### src/design/dl_map_regs.svh
// constants of the dual-link rgb sample mapper
`ifndef DL_MAP_REGS_SVH
`define DL_MAP_REGS_SVH

// ==================================================
// line lengths, as last word index of a package
`define LAST_WORD_24 12'hABD
`define LAST_WORD_25 12'hA4F
`define LAST_WORD_30 12'h897
// last index of the 1920 active words
`define ACT_LAST_WORD 12'h77F

// ==================================================
// word values
`define AUX_DEFAULT 10'h064
`define AUX_MIN 10'h004
`define AUX_MAX 10'h3FB
`define AUX_NONPIC_MAX 10'h0FF
`define BLANK_WORD 10'h040

// ==================================================
// packed low-bit word fields
`define PK_INV_BIT 9
`define PK_PAR_BIT 8
`define PK_G_POS 6
`define PK_B_POS 4
`define PK_R_POS 2

`endif

### src/design/dl_map_pkg.sv
// types shared by the dual-link rgb sample mapper
package dl_map_pkg;
  // picture rate groups, one-hot
  typedef enum logic [2:0] {
    RATE_24 = 3'h1,
    RATE_25 = 3'h2,
    RATE_30 = 3'h4
  } pic_rate_t;

  // static configuration
  typedef struct packed {
    logic deep12;
    pic_rate_t rate;
    logic aux_present;
    logic aux_nonpic;
  } map_cfg_t;

  // one source pixel, r, g and b in 12-bit fields, aux in a 10-bit field
  typedef struct packed {
    logic [11:0] r;
    logic [11:0] g;
    logic [11:0] b;
    logic [9:0] aux;
  } pixel_t;

  // pixel 2n and pixel 2n+1
  typedef struct packed {
    pixel_t odd;
    pixel_t even;
  } pixel_pair_t;

  // one word slot on both links
  typedef struct packed {
    logic active;
    logic [11:0] index;
    logic [9:0] a;
    logic [9:0] b;
  } link_word_t;
endpackage

### src/design/aux_word_filter.sv
// conditions the auxiliary component into a legal link word
`include "dl_map_regs.svh"

module aux_word_filter (
  // configuration
  input wire logic aux_present,
  input wire logic aux_nonpic,
  // sample in and word out
  input wire logic [9:0] aux_in,
  output logic [9:0] aux_out
);
  import dl_map_pkg::*;

  // ==================================================
  // width limit and clamp
  logic [9:0] raw; // after the width limit
  logic [9:0] clamped; // after the clamp

  // non-picture data keeps only eight significant bits
  assign raw = aux_nonpic ? {2'h0, aux_in[7:0]} : aux_in;
  // clamping rather than dropping keeps the word slot filled
  assign clamped = (raw < `AUX_MIN) ? `AUX_MIN :
                   (raw > `AUX_MAX) ? `AUX_MAX : raw;
  assign aux_out = aux_present ? clamped : `AUX_DEFAULT;
endmodule

### src/design/dl_rgb_mapper.sv
// dual-link mapper of 4:4:4 rgb and rgb+aux pixels onto two word streams
`include "dl_map_regs.svh"

module dl_rgb_mapper (
  // clock and reset
  input wire logic ref_clk,
  input wire logic srst,
  // static configuration
  input wire dl_map_pkg::map_cfg_t cfg,
  // pixel pair source
  input wire logic in_valid,
  input wire dl_map_pkg::pixel_pair_t in_pair,
  output logic in_ready_q,
  // link word streams
  output dl_map_pkg::link_word_t out_q,
  // status
  output logic underrun_q
);
  import dl_map_pkg::*;

  // ==================================================
  // configuration capture
  map_cfg_t cfg_q; // held for the whole run

  // taken only while reset stands, so it cannot move in mid-line
  always_ff @(posedge ref_clk) begin
    if (srst) begin
      cfg_q <= cfg;
    end
  end

  // ==================================================
  // word counter
  logic [11:0] cnt_q; // word index inside the package
  logic [11:0] line_last; // last index for this rate
  logic last_word; // this is the final word of the line
  logic in_active; // index falls in the 1920 active words
  logic [1:0] phase; // slot within the four-word group

  // interlaced, progressive and segmented rates share these three totals
  assign line_last = (cfg_q.rate == RATE_24) ? `LAST_WORD_24 :
                     (cfg_q.rate == RATE_25) ? `LAST_WORD_25 :
                     `LAST_WORD_30;
  assign last_word = (cnt_q == line_last);
  assign in_active = (cnt_q <= `ACT_LAST_WORD);
  // the active span is a multiple of four, so the low index bits give the slot
  assign phase = cnt_q[1:0];

  // free running, so the serializers always get a word per clock
  always_ff @(posedge ref_clk) begin
    if (srst) begin
      cnt_q <= 12'h000;
    end else if (last_word) begin
      cnt_q <= 12'h000;
    end else begin
      cnt_q <= cnt_q + 12'h001;
    end
  end

  // ==================================================
  // input hold register
  pixel_pair_t hold_q; // one pair waiting
  logic hold_full_q; // hold register occupied
  logic hold_full_d;
  logic accept; // a pair is taken from the source
  logic take; // a group begins and needs a pair
  logic take_ok; // the pair is there
  logic starved; // the pair is missing

  assign accept = in_valid && in_ready_q;
  assign take = in_active && (phase == 2'h0);
  assign take_ok = take && hold_full_q;
  assign starved = take && !hold_full_q;
  // accept only happens while empty and take_ok only while full
  assign hold_full_d = accept || (hold_full_q && !take_ok);

  // data register: loaded on accept only
  always_ff @(posedge ref_clk) begin
    if (accept) begin
      hold_q <= in_pair;
    end
  end

  // occupancy and ready; ready stays low during reset
  always_ff @(posedge ref_clk) begin
    if (srst) begin
      hold_full_q <= 1'b0;
      in_ready_q <= 1'b0;
    end else begin
      hold_full_q <= hold_full_d;
      in_ready_q <= !hold_full_d;
    end
  end

  // ==================================================
  // working pair
  pixel_pair_t work_q; // pair being sent in this group
  logic group_ok_q; // this group has real pixels
  pixel_pair_t cur; // pair used by the current word
  logic word_ok; // current word carries pixel data

  // in the first slot the pair comes straight from the hold register
  assign cur = take ? hold_q : work_q;
  assign word_ok = take ? hold_full_q : group_ok_q;

  always_ff @(posedge ref_clk) begin
    if (take_ok) begin
      work_q <= hold_q;
    end
  end

  always_ff @(posedge ref_clk) begin
    if (srst) begin
      group_ok_q <= 1'b0;
    end else if (take) begin
      group_ok_q <= hold_full_q;
    end
  end

  // sticky; a missing pair is a source fault, so only reset clears it
  always_ff @(posedge ref_clk) begin
    if (srst) begin
      underrun_q <= 1'b0;
    end else if (starved) begin
      underrun_q <= 1'b1;
    end
  end

  // ==================================================
  // component selection
  logic [9:0] b_even; // blue 2n, upper ten or plain ten
  logic [9:0] g_even;
  logic [9:0] r_even;
  logic [9:0] b_odd;
  logic [9:0] g_odd;
  logic [9:0] r_odd;

  // 12-bit mode drops the two low bits here; they travel in the packed word
  assign b_even = cfg_q.deep12 ? cur.even.b[11:2] : cur.even.b[9:0];
  assign g_even = cfg_q.deep12 ? cur.even.g[11:2] : cur.even.g[9:0];
  assign r_even = cfg_q.deep12 ? cur.even.r[11:2] : cur.even.r[9:0];
  assign b_odd = cfg_q.deep12 ? cur.odd.b[11:2] : cur.odd.b[9:0];
  assign g_odd = cfg_q.deep12 ? cur.odd.g[11:2] : cur.odd.g[9:0];
  assign r_odd = cfg_q.deep12 ? cur.odd.r[11:2] : cur.odd.r[9:0];

  // ==================================================
  // packed low bits and auxiliary words
  logic [9:0] pk_even; // low bits of pixel 2n
  logic [9:0] pk_odd; // low bits of pixel 2n+1
  logic [9:0] aux_even; // auxiliary word 2n
  logic [9:0] aux_odd; // auxiliary word 2n+1

  // one packer per pixel, so slots 1 and 3 each find their word ready
  low_bit_packer u_pack_even (
    .pix(cur.even),
    .word(pk_even)
  );

  low_bit_packer u_pack_odd (
    .pix(cur.odd),
    .word(pk_odd)
  );

  aux_word_filter u_aux_even (
    .aux_present(cfg_q.aux_present),
    .aux_nonpic(cfg_q.aux_nonpic),
    .aux_in(cur.even.aux),
    .aux_out(aux_even)
  );

  aux_word_filter u_aux_odd (
    .aux_present(cfg_q.aux_present),
    .aux_nonpic(cfg_q.aux_nonpic),
    .aux_in(cur.odd.aux),
    .aux_out(aux_odd)
  );

  // ==================================================
  // word multiplex
  logic [9:0] a_sel; // primary link word for this slot
  logic [9:0] b_sel; // secondary link word for this slot
  logic [9:0] b_slot1; // aux or packed word, slot 1
  logic [9:0] b_slot3; // aux or packed word, slot 3
  logic [9:0] a_next;
  logic [9:0] b_next;

  // primary: blue, green and red of the even pixel, then green of the odd pixel
  assign a_sel = (phase == 2'h0) ? b_even :
                 (phase == 2'h1) ? g_even :
                 (phase == 2'h2) ? r_even :
                 g_odd;
  // 12-bit carries packed low bits where 10-bit carries aux
  assign b_slot1 = cfg_q.deep12 ? pk_even : aux_even;
  assign b_slot3 = cfg_q.deep12 ? pk_odd : aux_odd;
  // secondary: odd blue and red around the aux or packed words
  assign b_sel = (phase == 2'h0) ? b_odd :
                 (phase == 2'h1) ? b_slot1 :
                 (phase == 2'h2) ? r_odd :
                 b_slot3;
  // blanking and missing pixels send the blanking level, not stale data
  assign a_next = (in_active && word_ok) ? a_sel : `BLANK_WORD;
  assign b_next = (in_active && word_ok) ? b_sel : `BLANK_WORD;

  // ==================================================
  // output register
  logic out_ok_q; // output word carries pixel data, helper for checks

  always_ff @(posedge ref_clk) begin
    if (srst) begin
      out_q <= '0;
      out_ok_q <= 1'b0;
    end else begin
      out_q.active <= in_active;
      out_q.index <= cnt_q;
      out_q.a <= a_next;
      out_q.b <= b_next;
      out_ok_q <= in_active && word_ok;
    end
  end

  logic pk_slot; // output holds a packed word on the secondary link
  logic aux_slot; // output holds an aux word on the secondary link
  assign pk_slot = out_ok_q && cfg_q.deep12 && out_q.index[0];
  assign aux_slot = out_ok_q && !cfg_q.deep12 && out_q.index[0];
endmodule

### src/design/low_bit_packer.sv
// packs the two low bits of r, g and b into one parity-protected word
`include "dl_map_regs.svh"

module low_bit_packer (
  // pixel in
  input wire dl_map_pkg::pixel_t pix,
  // packed word out
  output logic [9:0] word
);
  import dl_map_pkg::*;

  // ==================================================
  // field placement
  logic [7:0] low_byte; // bits 7..0 of the word
  logic even_parity_bit; // makes bits 8..0 even

  assign low_byte = ({6'h00, pix.g[1:0]} << `PK_G_POS)
                  | ({6'h00, pix.b[1:0]} << `PK_B_POS)
                  | ({6'h00, pix.r[1:0]} << `PK_R_POS);
  // reserved bits 1 and 0 stay zero since nothing is shifted into them
  assign even_parity_bit = ^low_byte;
  assign word = {~even_parity_bit, even_parity_bit, low_byte};
endmodule
### config.mk
export PLATFORM = sky130hd
export DESIGN_NAME = dl_rgb_mapper
export DESIGN_NICKNAME = d
export VERILOG_FILES = /design/src/design/dl_map_pkg.sv /design/src/design/aux_word_filter.sv /design/src/design/dl_rgb_mapper.sv /design/src/design/low_bit_packer.sv
export VERILOG_INCLUDE_DIRS = /design/src /design/src/design
export SDC_FILE = /design/constraint.sdc
export NUM_CORES = 1
export LEC_CHECK = 0
export BUFFER_PORTS_ARGS = -buffer_cell sky130_fd_sc_hd__buf_2
export CAP_MARGIN = 10
export CELL_PAD_IN_SITES_DETAIL_PLACEMENT = 1
export CELL_PAD_IN_SITES_GLOBAL_PLACEMENT = 2
export CORE_MARGIN = 2
export CORE_UTILIZATION = 40
export CTS_CLUSTER_SIZE = 40
export DETAILED_ROUTE_END_ITERATION = 7
export PLACE_DENSITY = 0.75
export SETUP_SLACK_MARGIN = 0.5
export SKIP_LAST_GASP = 1
export SLEW_MARGIN = 10
export SYNTH_ARGS = -nofsm -noshare
export SYNTH_HDL_FRONTEND = slang
export SYNTH_SLANG_ARGS = --single-unit
### constraint.sdc
create_clock -name ref_clk -period 5.15 [get_ports ref_clk]
set_clock_uncertainty 0.1 [all_clocks]
set_input_delay 0.515 -clock ref_clk [delete_from_list [all_inputs] [get_ports ref_clk]]
set_output_delay 0.515 -clock ref_clk [all_outputs]
set_load 0.05 [all_outputs]
==> results.txt, run 1 <==
----------------------------------------------------
[CTS]
  Number of resized instances in the post-cts repair step ... 0
  Number of H-tree levels ... 1
  TritonCTS clock tree ... yes
  Maximum clock path buffer count ... 3
  Number of buffers inserted for hold repair after clock tree synthesis ... 0
  Clk slew on worst S/H paths ... 60 ps
  Total CTS buffers ... 26
  Number of clock sinks seen by CTS ... 238
  Clock root cell ... clkbuf_16
  Number of buffers added for setup after CTS ... 0
  Insertion delay to the later sink of the worst-skew pair ... 530 ps

[Placement]
  Input/output buffers ... 135
  Pre-CTS worst setup slack ... 1560 ps
  Half-perimeter wire length after detailed placement ... 18100 um
  Global placer's final weighted congestion ... 0.856

[Layout]
  Layout area overhead ... 19.5%
  Share of cells above drive strength 1 ... 25.6%
  Final-layout fill cell count ... 2432
  ANT cells ... 0
  # nets final ... 922

[Yosys]
  Portion of synthesized cell area occupied by the leading cell type ... 59.1%
  Number of unique standard cell types used by synthesis ... 63
  Average cell area after synthesis ... 14.1 um2
  Fraction of the yosys area taken by sequential cells ... 69.3%
  YS warnings ... 0
  Top cell type by total area after synthesis ... edfxtp_1
  Area contributors post-synth ... edfxtp_1 (59%), dfxtp_1 (10%), mux2i_1 (3.3%), mux4_2 (3.0%), nand2_1 (2.5%)
  Most common cell in the netlist ... edfxtp_1
  Number of enable-type register cells in the synthesized netlist ... 189
  Cell Area, Synth ... 9600 um2
  Most instantiated cells after synthesis ... edfxtp_1 (189), nand2_1 (65), dfxtp_1 (49), nor2_1 (49), mux2i_1 (32)
  Number of instances in the synthesized netlist ... 683
  Ys async rst share ... 0%
  Top FF cell, synth ... edfxtp_1
  Seq cells post-synth ... 238
  Number of nets in the synthesized netlist ... 788

[Floorplanning]
  Initial Utilization ... 40.8%
  Placement Rows ... 56
  DIE AREA ... 25300 um2
  Width of the die ... 159 um
  Total I/O pin count ... 136
  Core ar. ... 23500 um2
  Chip Height ... 159 um

[STA]
  Post-route minimum period ... 3610 ps
  Transition time at the pin with the least slew margin ... 1180 ps
  Unrepaired setup endpoints after global routing ... no
  Setup slack of the critical path after layout ... 1540 ps
  Relative slew slack ... 20.9%
  Final period util ... 70.1%
  Hold violation count in the final report ... 0
  Number of setup violations in the final report ... 0
  Highest Clock Rate ... 0.277 GHz
  Aggregate negative setup slack ... 0 ps
  Max-slew violation count ... 0

[GRT]
  Initial antenna violation count ... 0
  Vias in the first global route ... 6656
  Largest net degree at the start of global routing ... 72
  Total track usage ... 20.6%
  Global route total overflow ... 0
  Global-route wire length before repair ... 40400 um

[Power]
  Pwr/cell area ... 398 nW/um2
  Worst vdd ir ... 235 uV
  Pleak ... 4.19 nW

[Worst hold path]
  Hold depth ... 1
  Min-Delay Path Class ... primary input to flop

[Worst setup path]
  Maximum net fanout on the critical path ... 26
  Register-to-Register Path Depth ... 8
  Worst Setup Start Kind ... flop
  Critical path start-end classification ... flop to flop
  Endpoint arrival time on the critical path ... 3870 ps
  Endpoint kind of the worst setup timing path ... flop
  Required time of the critical path ... 5410 ps

[Route]
  Post-route DRC violation count ... 0
  Total vias in the final route ... 6251
  Drt wl/cell ... 22.5 um
  Via count normalized by instance count ... 5.41
  DRT iter0 DRCs ... 404
  Post-DRT Antenna Nets ... 0
  Number of detailed-routing iterations run before antenna repair ... 5
  Detailed-route wire length ... 25900 um

[Status]
  Run status ... complete, no violations

[Job]
  Number of maximum-capacitance constraint violations ... 0

----------------------------------------------------
[power breakdown]
group	internal [W]	switching, W	leakage [nW]
logic	0.000155	0.000281	1.62
registers	0.00216	0.0000516	2.14
clock network	0.00118	0.000736	0.434
[critical path, cell delays in order, from the launching register on]
cell and delay (ps):
dfxtp_1 360, inv_1 130, ha_1 420, clkinv_2 380, nor2_4 740, o2111ai_1 240, and4_1 320, a22o_1 220
o31ai_1 530
[cells in the final DEF, fill, tap and decap left out, types with 6 or more instances in the layout]
cell / instances
buf_4: 7
xnor2_1: 18
nor2_1: 49
buf_2: 135
nor3_1: 6
nand2_1: 65
mux4_2: 13
a221oi_1: 8
dfxtp_1: 49
nand4_1: 13
xor2_1: 8
o21ai_0: 17
edfxtp_1: 189
nand3_1: 23
a21oi_1: 30
clkbuf_16: 27
a31oi_1: 6
clkinv_2: 7
nor2b_1: 14
a211oi_1: 11
mux2i_1: 32
[metrics by stage]
stage | instance area [um2] | total power (W) | std cells | hold slack (ps) | util (%)
final | 11500 | 0.00456 | 1155 | 59.2 | 48.7
after global routing | 11500 | 0.00472 | 1155 | 45.0 | 48.7
after CTS | 11500 | 0.00461 | 1155 | 40.1 | 48.7
after detailed placement | 10600 | 0.00269 | 1108 | 315 | 45.0
after global placement | 10600 | 0.00267 | 1108 | 308 | 45.0
after floorplan | 9600 | 0.00252 | 683 | 300 | -
[sequential cells by signal (all words and copies together), names as in the netlist]
| name | count |
|---|---|
| out_q | 33 |
| underrun_q | 1 |
| hold_q | 92 |
| work_q | 91 |
| group_ok_q | 1 |
| hold_full_q | 1 |
| cnt_q | 12 |
| in_ready_q | 1 |
| cfg_q | 6 |
[routing by layer]
layer,up-vias,track usage [%],part of all wire (%)
met4,0,6.57,3.3
li1,2868,-,-
met5,-,0,0
met2,206,34.3,48
met1,3128,27.7,43
met3,49,3.72,5.6
[worst paths after layout]
kind | from | endpoint | slack [ps]
min reg2reg | hold_q[28] | work_q[28] | 320
max reg2reg | cnt_q[0] | out_q[2] | 1540
min | in_pair[46] | hold_q[46] | 60
max | cnt_q[0] | out_q[2] | 1540
[cells by family after synthesis]
logic type / count (synthesis) / synth area share [%]
flops: 238 / 69.3
simple gates: 203 / 10.1
xor+xnor: 26 / 2.37
mux: 51 / 7.13
compound gates: 115 / 8.39
fa+ha+maj: 4 / 0.521
buf+inv: 46 / 2.12
[cell type report]
cell class	instances	area (um2)	share of cell area, %
clock buffers	34	722	6.29
clock inverters	13	164	1.43
inverters	9	36.3	0.316
multi-input cells	399	2750	23.9
flip-flops and latches	238	6660	58.0
well taps	319	399	3.48
repair buffers	143	748	6.52
Note: power is estimated with default switching activity, not from simulation.
==> run 2: changes to the inputs <==
- ABC_AREA: unset -> 1
- CORE_UTILIZATION: 40 -> 34
- PLACE_DENSITY: 0.75 -> 0.72
- clock period: 5.15 -> 3.3 ns (I/O delays scaled with it)
==> run 2 against run 1 <==
Via count grew 23%; non-clock buffer count grew 115; combinational power grew 140%; worst setup slack lost 840 ps; cell count grew 41%; sequential cell count grew 1; die area grew 25%; design area grew 16%; sequential share of layout area shrank 7.7 points; clock power grew 49%; register-to-register slack lost 840 ps.
==> results.txt, run 2 <==
----------------------------------------------------
[STA]
  Worst Hold Slack ... 168 ps
  Aggregate negative setup slack ... 0 ps
  Hold violation count in the final report ... 0
  Max-slew violation count ... 0
  Unrepaired setup endpoints after global routing ... yes
  Highest Clock Rate ... 0.384 GHz
  Relative slew slack ... 52.1%
  Setup slack of the critical path after layout ... 696 ps
  Transition time at the pin with the least slew margin ... 717 ps
  Number of setup violations in the final report ... 0
  Final period util ... 78.9%
  Post-route minimum period ... 2600 ps

[Yosys]
  Portion of synthesized cell area occupied by the leading cell type ... 55.5%
  Area contributors post-synth ... edfxtp_1 (55%), dfxtp_1 (9.5%), nand2_1 (8.8%), inv_1 (3.3%), nor2_1 (2.8%)
  YS warnings ... 0
  Most common cell in the netlist ... nand2_1
  Top cell type by total area after synthesis ... edfxtp_1
  Number of nets in the synthesized netlist ... 1083
  Top FF cell, synth ... edfxtp_1
  Number of instances in the synthesized netlist ... 978
  Fraction of the yosys area taken by sequential cells ... 65.0%
  Number of enable-type register cells in the synthesized netlist ... 190
  Most instantiated cells after synthesis ... nand2_1 (240), edfxtp_1 (190), inv_1 (91)
  Average cell area after synthesis ... 10.5 um2
  Cell Area, Synth ... 10300 um2
  Seq cells post-synth ... 239
  Number of unique standard cell types used by synthesis ... 42
  Ys async rst share ... 0%

[Worst setup path]
  Required time of the critical path ... 3600 ps
  Crit-path leading delay family ... simple AND/OR/NAND/NOR gates
  R2r setup slk ... 700 ps
  Maximum net fanout on the critical path ... 17
  Beginning of the worst register-to-register path ... cnt_q[7]
  Worst Setup Start Kind ... flop
  Delay of the slowest critical-path stage ... 350 ps
  CP bufs+invs ... 3
  Critical path start-end classification ... flop to flop
  Endpoint arrival time on the critical path ... 2910 ps
  Cell repeated most along the worst path ... nand2_1
  Crit-path cells ... nand2_1 -> inv_2 -> nand2_4 -> nand3_4 -> buf_4 -> nand2_2 -> inv_1 -> nor2_1 -> nand2_1 -> nor2_2 -> nand2_1 -> nand2_1 -> nor2_1 -> o211ai_1 -> a21oi_1
  R2R Path End ... out_q[7]
  Register-to-Register Path Depth ... 15
  Endpoint kind of the worst setup timing path ... flop
  CP max-delay cell ... dfxtp_1

[Placement]
  Half-perimeter wire length after detailed placement ... 19700 um
  Input/output buffers ... 135
  Pre-CTS worst setup slack ... 623 ps
  Global placer's final weighted congestion ... 0.828

[Layout]
  Final-layout fill cell count ... 3285
  Share of cells above drive strength 1 ... 19.1%
  Area of the multi-input gates ... 2980 um2
  # nets final ... 1323
  Layout area overhead ... 29.2%
  Register area ... 6690 um2
  Most common cell after layout, fill and taps aside ... nand2_1
  Most frequent cells in the layout ... nand2_1 (240), edfxtp_1 (190), buf_2 (135), dlygate4sd3_1 (98), inv_1 (88)
  Biggest regs ... hold_q x92, work_q x92, out_q x33
  ANT cells ... 0
  Post-layout util ... 44.7%

[Floorplanning]
  Chip Height ... 178 um
  Total I/O pin count ... 136
  Placement Rows ... 63
  DIE AREA ... 31700 um2
  Width of the die ... 178 um
  Initial Utilization ... 34.6%
  Core ar. ... 29700 um2

[Route]
  Post-route DRC violation count ... 0
  DRT iter0 DRCs ... 491
  Number of detailed-routing iterations run before antenna repair ... 5
  Via count normalized by instance count ... 4.72
  Post-DRT Antenna Nets ... 0
  Total vias in the final route ... 7692
  Detailed-route wire length ... 29200 um
  Drt wl/cell ... 17.9 um

[Power]
  Worst vdd ir ... 386 uV
  Pleak ... 5.48 nW
  Pwr/cell area ... 553 nW/um2
  Total Power Consumption ... 0.00735 W

[GRT]
  Largest net degree at the start of global routing ... 94
  Global route total overflow ... 0
  Total track usage ... 18.8%
  Initial antenna violation count ... 0
  Vias in the first global route ... 7828
  Global-route wire length before repair ... 45600 um

[Job]
  Number of maximum-capacitance constraint violations ... 0

[CTS]
  Clock root cell ... clkbuf_16
  Total CTS buffers ... 26
  Number of H-tree levels ... 1
  Clk slew on worst S/H paths ... 60 ps
  TritonCTS clock tree ... yes
  Insertion delay to the later sink of the worst-skew pair ... 550 ps
  Number of clock sinks seen by CTS ... 239
  Maximum clock path buffer count ... 3

[Worst hold path]
  Min-Delay Path Class ... primary input to flop
  Hold depth ... 3
  Worst hold endpoint ... hold_full_q
  Min-delay src ... srst

[Status]
  Run status ... complete, no violations

----------------------------------------------------
==> run 2: per-layer routing <==
layer	part of all wire [%]	routed length, um	global-route usage, %	vias to the layer above
met5	0	0	0	-
met4	1.8	538	4.23	0
met3	3.6	1040	2.76	28
met2	46	13300	29.9	149
met1	49	14200	27.0	3696
li1	-	-	-	3819
==> run 2: stage by stage <==
stage / cell area, um2 / std cells
CTS: 13300 / 1625
global route: 13300 / 1628
floorplan: 10300 / 978
detailed placement: 11400 / 1479
finish: 13300 / 1628
global placement: 11400 / 1479
==> run 2: worst min-delay path: stages <==
cell and delay (ps):
buf_2 100, buf_4 230, nor2_1 120
==> run 2: area by class of cell <==
cell class | instances | area share (%)
sequential | 239 | 50.3
multi-input combinational | 592 | 22.4
timing repair buffer | 258 | 14.4
clock buffer | 39 | 5.41
tap | 390 | 3.67
inverter | 101 | 2.88
clock inverter | 9 | 0.904
==> run 2: worst max-delay path by stage <==
stage,from,endpoint,cells after the start,slack (ps)
6_report,cnt_q[7],out_q[7],15,700
5_1_grt,cnt_q[7],out_q[8],15,480
4_1_cts,cnt_q[7],out_q[7],15,590
3_5_place_dp,cnt_q[7],out_q[7],15,620
3_3_place_gp,cnt_q[7],out_q[8],12,620
2_1_floorplan,cnt_q[1],out_q[8],13,50
==> run 2: timing repair <==
item                                   4_1_cts  5_1_grt
hold buffers                                98        0
setup buffers                                0        3
resized for setup                            0        2
setup endpoints to repair                    0       12
endpoints found under the hold margin       98        0
==> run 2: cell families after synthesis <==
kind of cell / Yosys count / synth area share [%]
multiplexers: 27 / 2.63
AND/OR/NAND/NOR: 410 / 16.8
adder cells (fa/ha/maj): 4 / 0.487
buffers and inverters: 147 / 6.28
flip-flops: 239 / 65.0
XOR/XNOR: 3 / 0.256
AO/OA/AOI/OAI: 148 / 8.49
==> run 2: report_power, final <==
| part | leakage (nW) | internal, W | switching (W) |
|---|---|---|---|
| Sequential | 2.15 | 0.00338 | 0.0000586 |
| Combinational | 2.93 | 0.000390 | 0.000667 |
| Clock | 0.402 | 0.00167 | 0.00119 |
| Total | 5.48 | 0.00544 | 0.00191 |
==> run 3: changes to the inputs <==
- CORE_UTILIZATION: 34 -> 37
- PLACE_DENSITY: 0.72 -> 0.75
- clock period: 3.3 -> 2.5 ns (I/O delays scaled with it)
==> run 3 against run 2 <==
Count of clock-buffer cells in the layout up 1; critical path depth is 1 higher; combinational power increased by 83%; register-to-register slack got worse by 600 ps; die area is 7.9% lower; utilization is 9.1 points higher; via count is 8.0% higher; sequential share of layout area is 5.1 points lower; sequential cell count stayed put; clock power up 33%; largest cell class unchanged.
==> results.txt, run 3 (same netlist as run 2, synthesis figures left out) <==
----------------------------------------------------
[Placement]
  Input/output buffers ... 135
  Global placer's final weighted congestion ... 0.859
  Half-perimeter wire length after detailed placement ... 20200 um
  Placement Cell Area ... 11600 um2

[CTS]
  Number of H-tree levels ... 1
  Total CTS buffers ... 26
  Insertion delay to the later sink of the worst-skew pair ... 550 ps
  Clk slew on worst S/H paths ... 60 ps
  TritonCTS clock tree ... yes
  Clock root cell ... clkbuf_16
  Number of clock sinks seen by CTS ... 239
  Maximum clock path buffer count ... 3

[STA]
  Max-slew violation count ... 0
  Relative slew slack ... 63.9%
  Hold violation count in the final report ... 0
  Post-route minimum period ... 2410 ps
  Number of setup violations in the final report ... 0
  Transition time at the pin with the least slew margin ... 541 ps
  Final period util ... 96.2%
  Highest Clock Rate ... 0.416 GHz
  Unrepaired setup endpoints after global routing ... yes

[Floorplanning]
  Width of the die ... 171 um
  Total I/O pin count ... 136
  DIE AREA ... 29100 um2
  Placement Rows ... 61
  Chip Height ... 171 um
  Core ar. ... 27600 um2
  Initial Utilization ... 37.3%

[Worst setup path]
  R2R Path End ... out_q[0]
  Endpoint arrival time on the critical path ... 2750 ps
  Beginning of the worst register-to-register path ... cnt_q[0]
  Required time of the critical path ... 2840 ps
  Worst Setup Start Kind ... flop
  Critical path start-end classification ... flop to flop
  Register-to-Register Path Depth ... 16
  Endpoint kind of the worst setup timing path ... flop
  R2r setup slk ... 90 ps
  Maximum net fanout on the critical path ... 11

[GRT]
  Initial antenna violation count ... 0
  Vias in the first global route ... 8951
  Global route total overflow ... 0
  Largest net degree at the start of global routing ... 94
  Global-route wire length before repair ... 51000 um
  Total track usage ... 22.9%

[Route]
  DRT iter0 DRCs ... 477
  Drt wl/cell ... 19.6 um
  Via count normalized by instance count ... 4.94
  Number of detailed-routing iterations run before antenna repair ... 5
  Post-DRT Antenna Nets ... 0
  Post-route DRC violation count ... 0
  Total vias in the final route ... 8306
  Detailed-route wire length ... 32900 um

[Power]
  Power Internal ... 0.00752 W
  Worst vdd ir ... 513 uV
  Total Power Consumption ... 0.0103 W
  Switching component of the power ... 0.00277 W
  Part of the total power dissipated in sequential elements ... 44.1%
  Pwr/cell area ... 694 nW/um2
  Pleak ... 6.12 nW
  Portion of total power attributed to combinational logic ... 18.9%
  Switching fraction of total power ... 26.9%
  Clock power frac ... 37.0%

[Status]
  Run status ... complete, no violations

[Worst hold path]
  Hold depth ... 3
  Worst hold endpoint ... underrun_q
  Min-delay src ... srst
  Min-Delay Path Class ... primary input to flop

[Job]
  Number of maximum-capacitance constraint violations ... 0

[Layout]
  Most frequent cells in the layout ... nand2_1 (196), edfxtp_1 (190), buf_2 (135), dlygate4sd3_1 (98), inv_1 (81)
  Share of cells above drive strength 1 ... 32.6%
  Biggest regs ... hold_q x92, work_q x92, out_q x33
  Layout area overhead ... 44.1%
  Final instance area ... 14800 um2
  ANT cells ... 0
  # nets final ... 1390
  Most common cell after layout, fill and taps aside ... nand2_1

----------------------------------------------------
[run 3: cell types whose count changed in the layout (fill, tap and decap cells not counted), moves of 9 or more]
cell	change
nand3_2	+12
a21oi_1	-11
nand3_1	-15
buf_6	+13
a21oi_2	+9
nand2_4	+11
nand2_2	+33
buf_16	+9
nor2_1	-14
o21ai_0	-10
nand2_1	-44
buf_4	+33
nor2_4	+10
[run 3: worst max-delay path by stage]
| stage | start | end | slack, ps | depth (start not counted) |
|---|---|---|---|---|
| 2_1_floorplan | cnt_q[1] | out_q[8] | -750 | 13 |
| 3_3_place_gp | cnt_q[1] | out_q[0] | -20 | 16 |
| 3_5_place_dp | cnt_q[1] | out_q[0] | -40 | 17 |
| 4_1_cts | cnt_q[1] | out_q[0] | 150 | 16 |
| 5_1_grt | cnt_q[7] | out_q[0] | -10 | 18 |
| 6_report | cnt_q[0] | out_q[0] | 90 | 16 |
[run 3: through the flow]
step / hold WS (ps) / utilization (%) / TNS, ps / setup WS [ps] / std cells
after floorplan: 249 / - / -46160 / -752 / 978
after global placement: 327 / 42.2 / -21.9 / -21.9 / 1490
after detailed placement: 328 / 42.2 / -41.0 / -41.0 / 1490
after CTS: 0.871 / 52.5 / 0 / 148 / 1674
after global routing: 21.9 / 53.8 / -11.9 / -11.9 / 1682
final: 14.0 / 53.8 / 0 / 93.9 / 1682
[run 3: cell type report]
class / count / area [um2]
Clock inverter: 7 / 56.3
Multi-Input combinational cell: 592 / 3540
Timing Repair Buffer: 325 / 2840
Tap cell: 378 / 473
Sequential cell: 239 / 6700
Inverter: 101 / 400
Fill cell: 2941 / 12700
Clock buffer: 40 / 808
[run 3: power by group through the flow]
stage | sequential [W] | combinational (W) | clock [W]
CTS | 0.00454 | 0.00180 | 0.00390
floorplan | 0.00465 | 0.000798 | 0
finish | 0.00454 | 0.00194 | 0.00381
global placement | 0.00461 | 0.00131 | 0
detailed placement | 0.00462 | 0.00132 | 0
global route | 0.00455 | 0.00210 | 0.00404
[run 3: metal layers]
| layer | GRT usage, % | wire length (um) | part of all wire (%) | vias up |
|---|---|---|---|---|
| li1 | - | - | - | 3958 |
| met1 | 30.8 | 14700 | 45 | 4111 |
| met2 | 38.9 | 16100 | 49 | 189 |
| met3 | 2.82 | 1210 | 3.7 | 48 |
| met4 | 6.43 | 962 | 2.9 | 0 |
| met5 | 0 | 0 | 0 | - |
[run 3: critical path: stages, from the launching register on]
cell	delay, ps
dfxtp_4	360
inv_4	60
ha_4	140
nand3_4	140
buf_12	180
buf_16	150
o21ai_4	170
nand2_2	80
nor2_2	150
nand3_4	110
nand2_1	100
nand2_1	80
nand2_2	80
nand2_2	50
nand2_2	90
nand2_1	70
a21oi_2	190
[run 3: timing repair]
action / CTS / global route
hold buffers: 98 / 0
hold endpoints to repair: 98 / 0
resized for setup: 112 / 90
endpoints found under the setup margin: 112 / 104
pin swaps: 30 / 39
buffers inserted: 28 / 8
gates cloned: 11 / 0
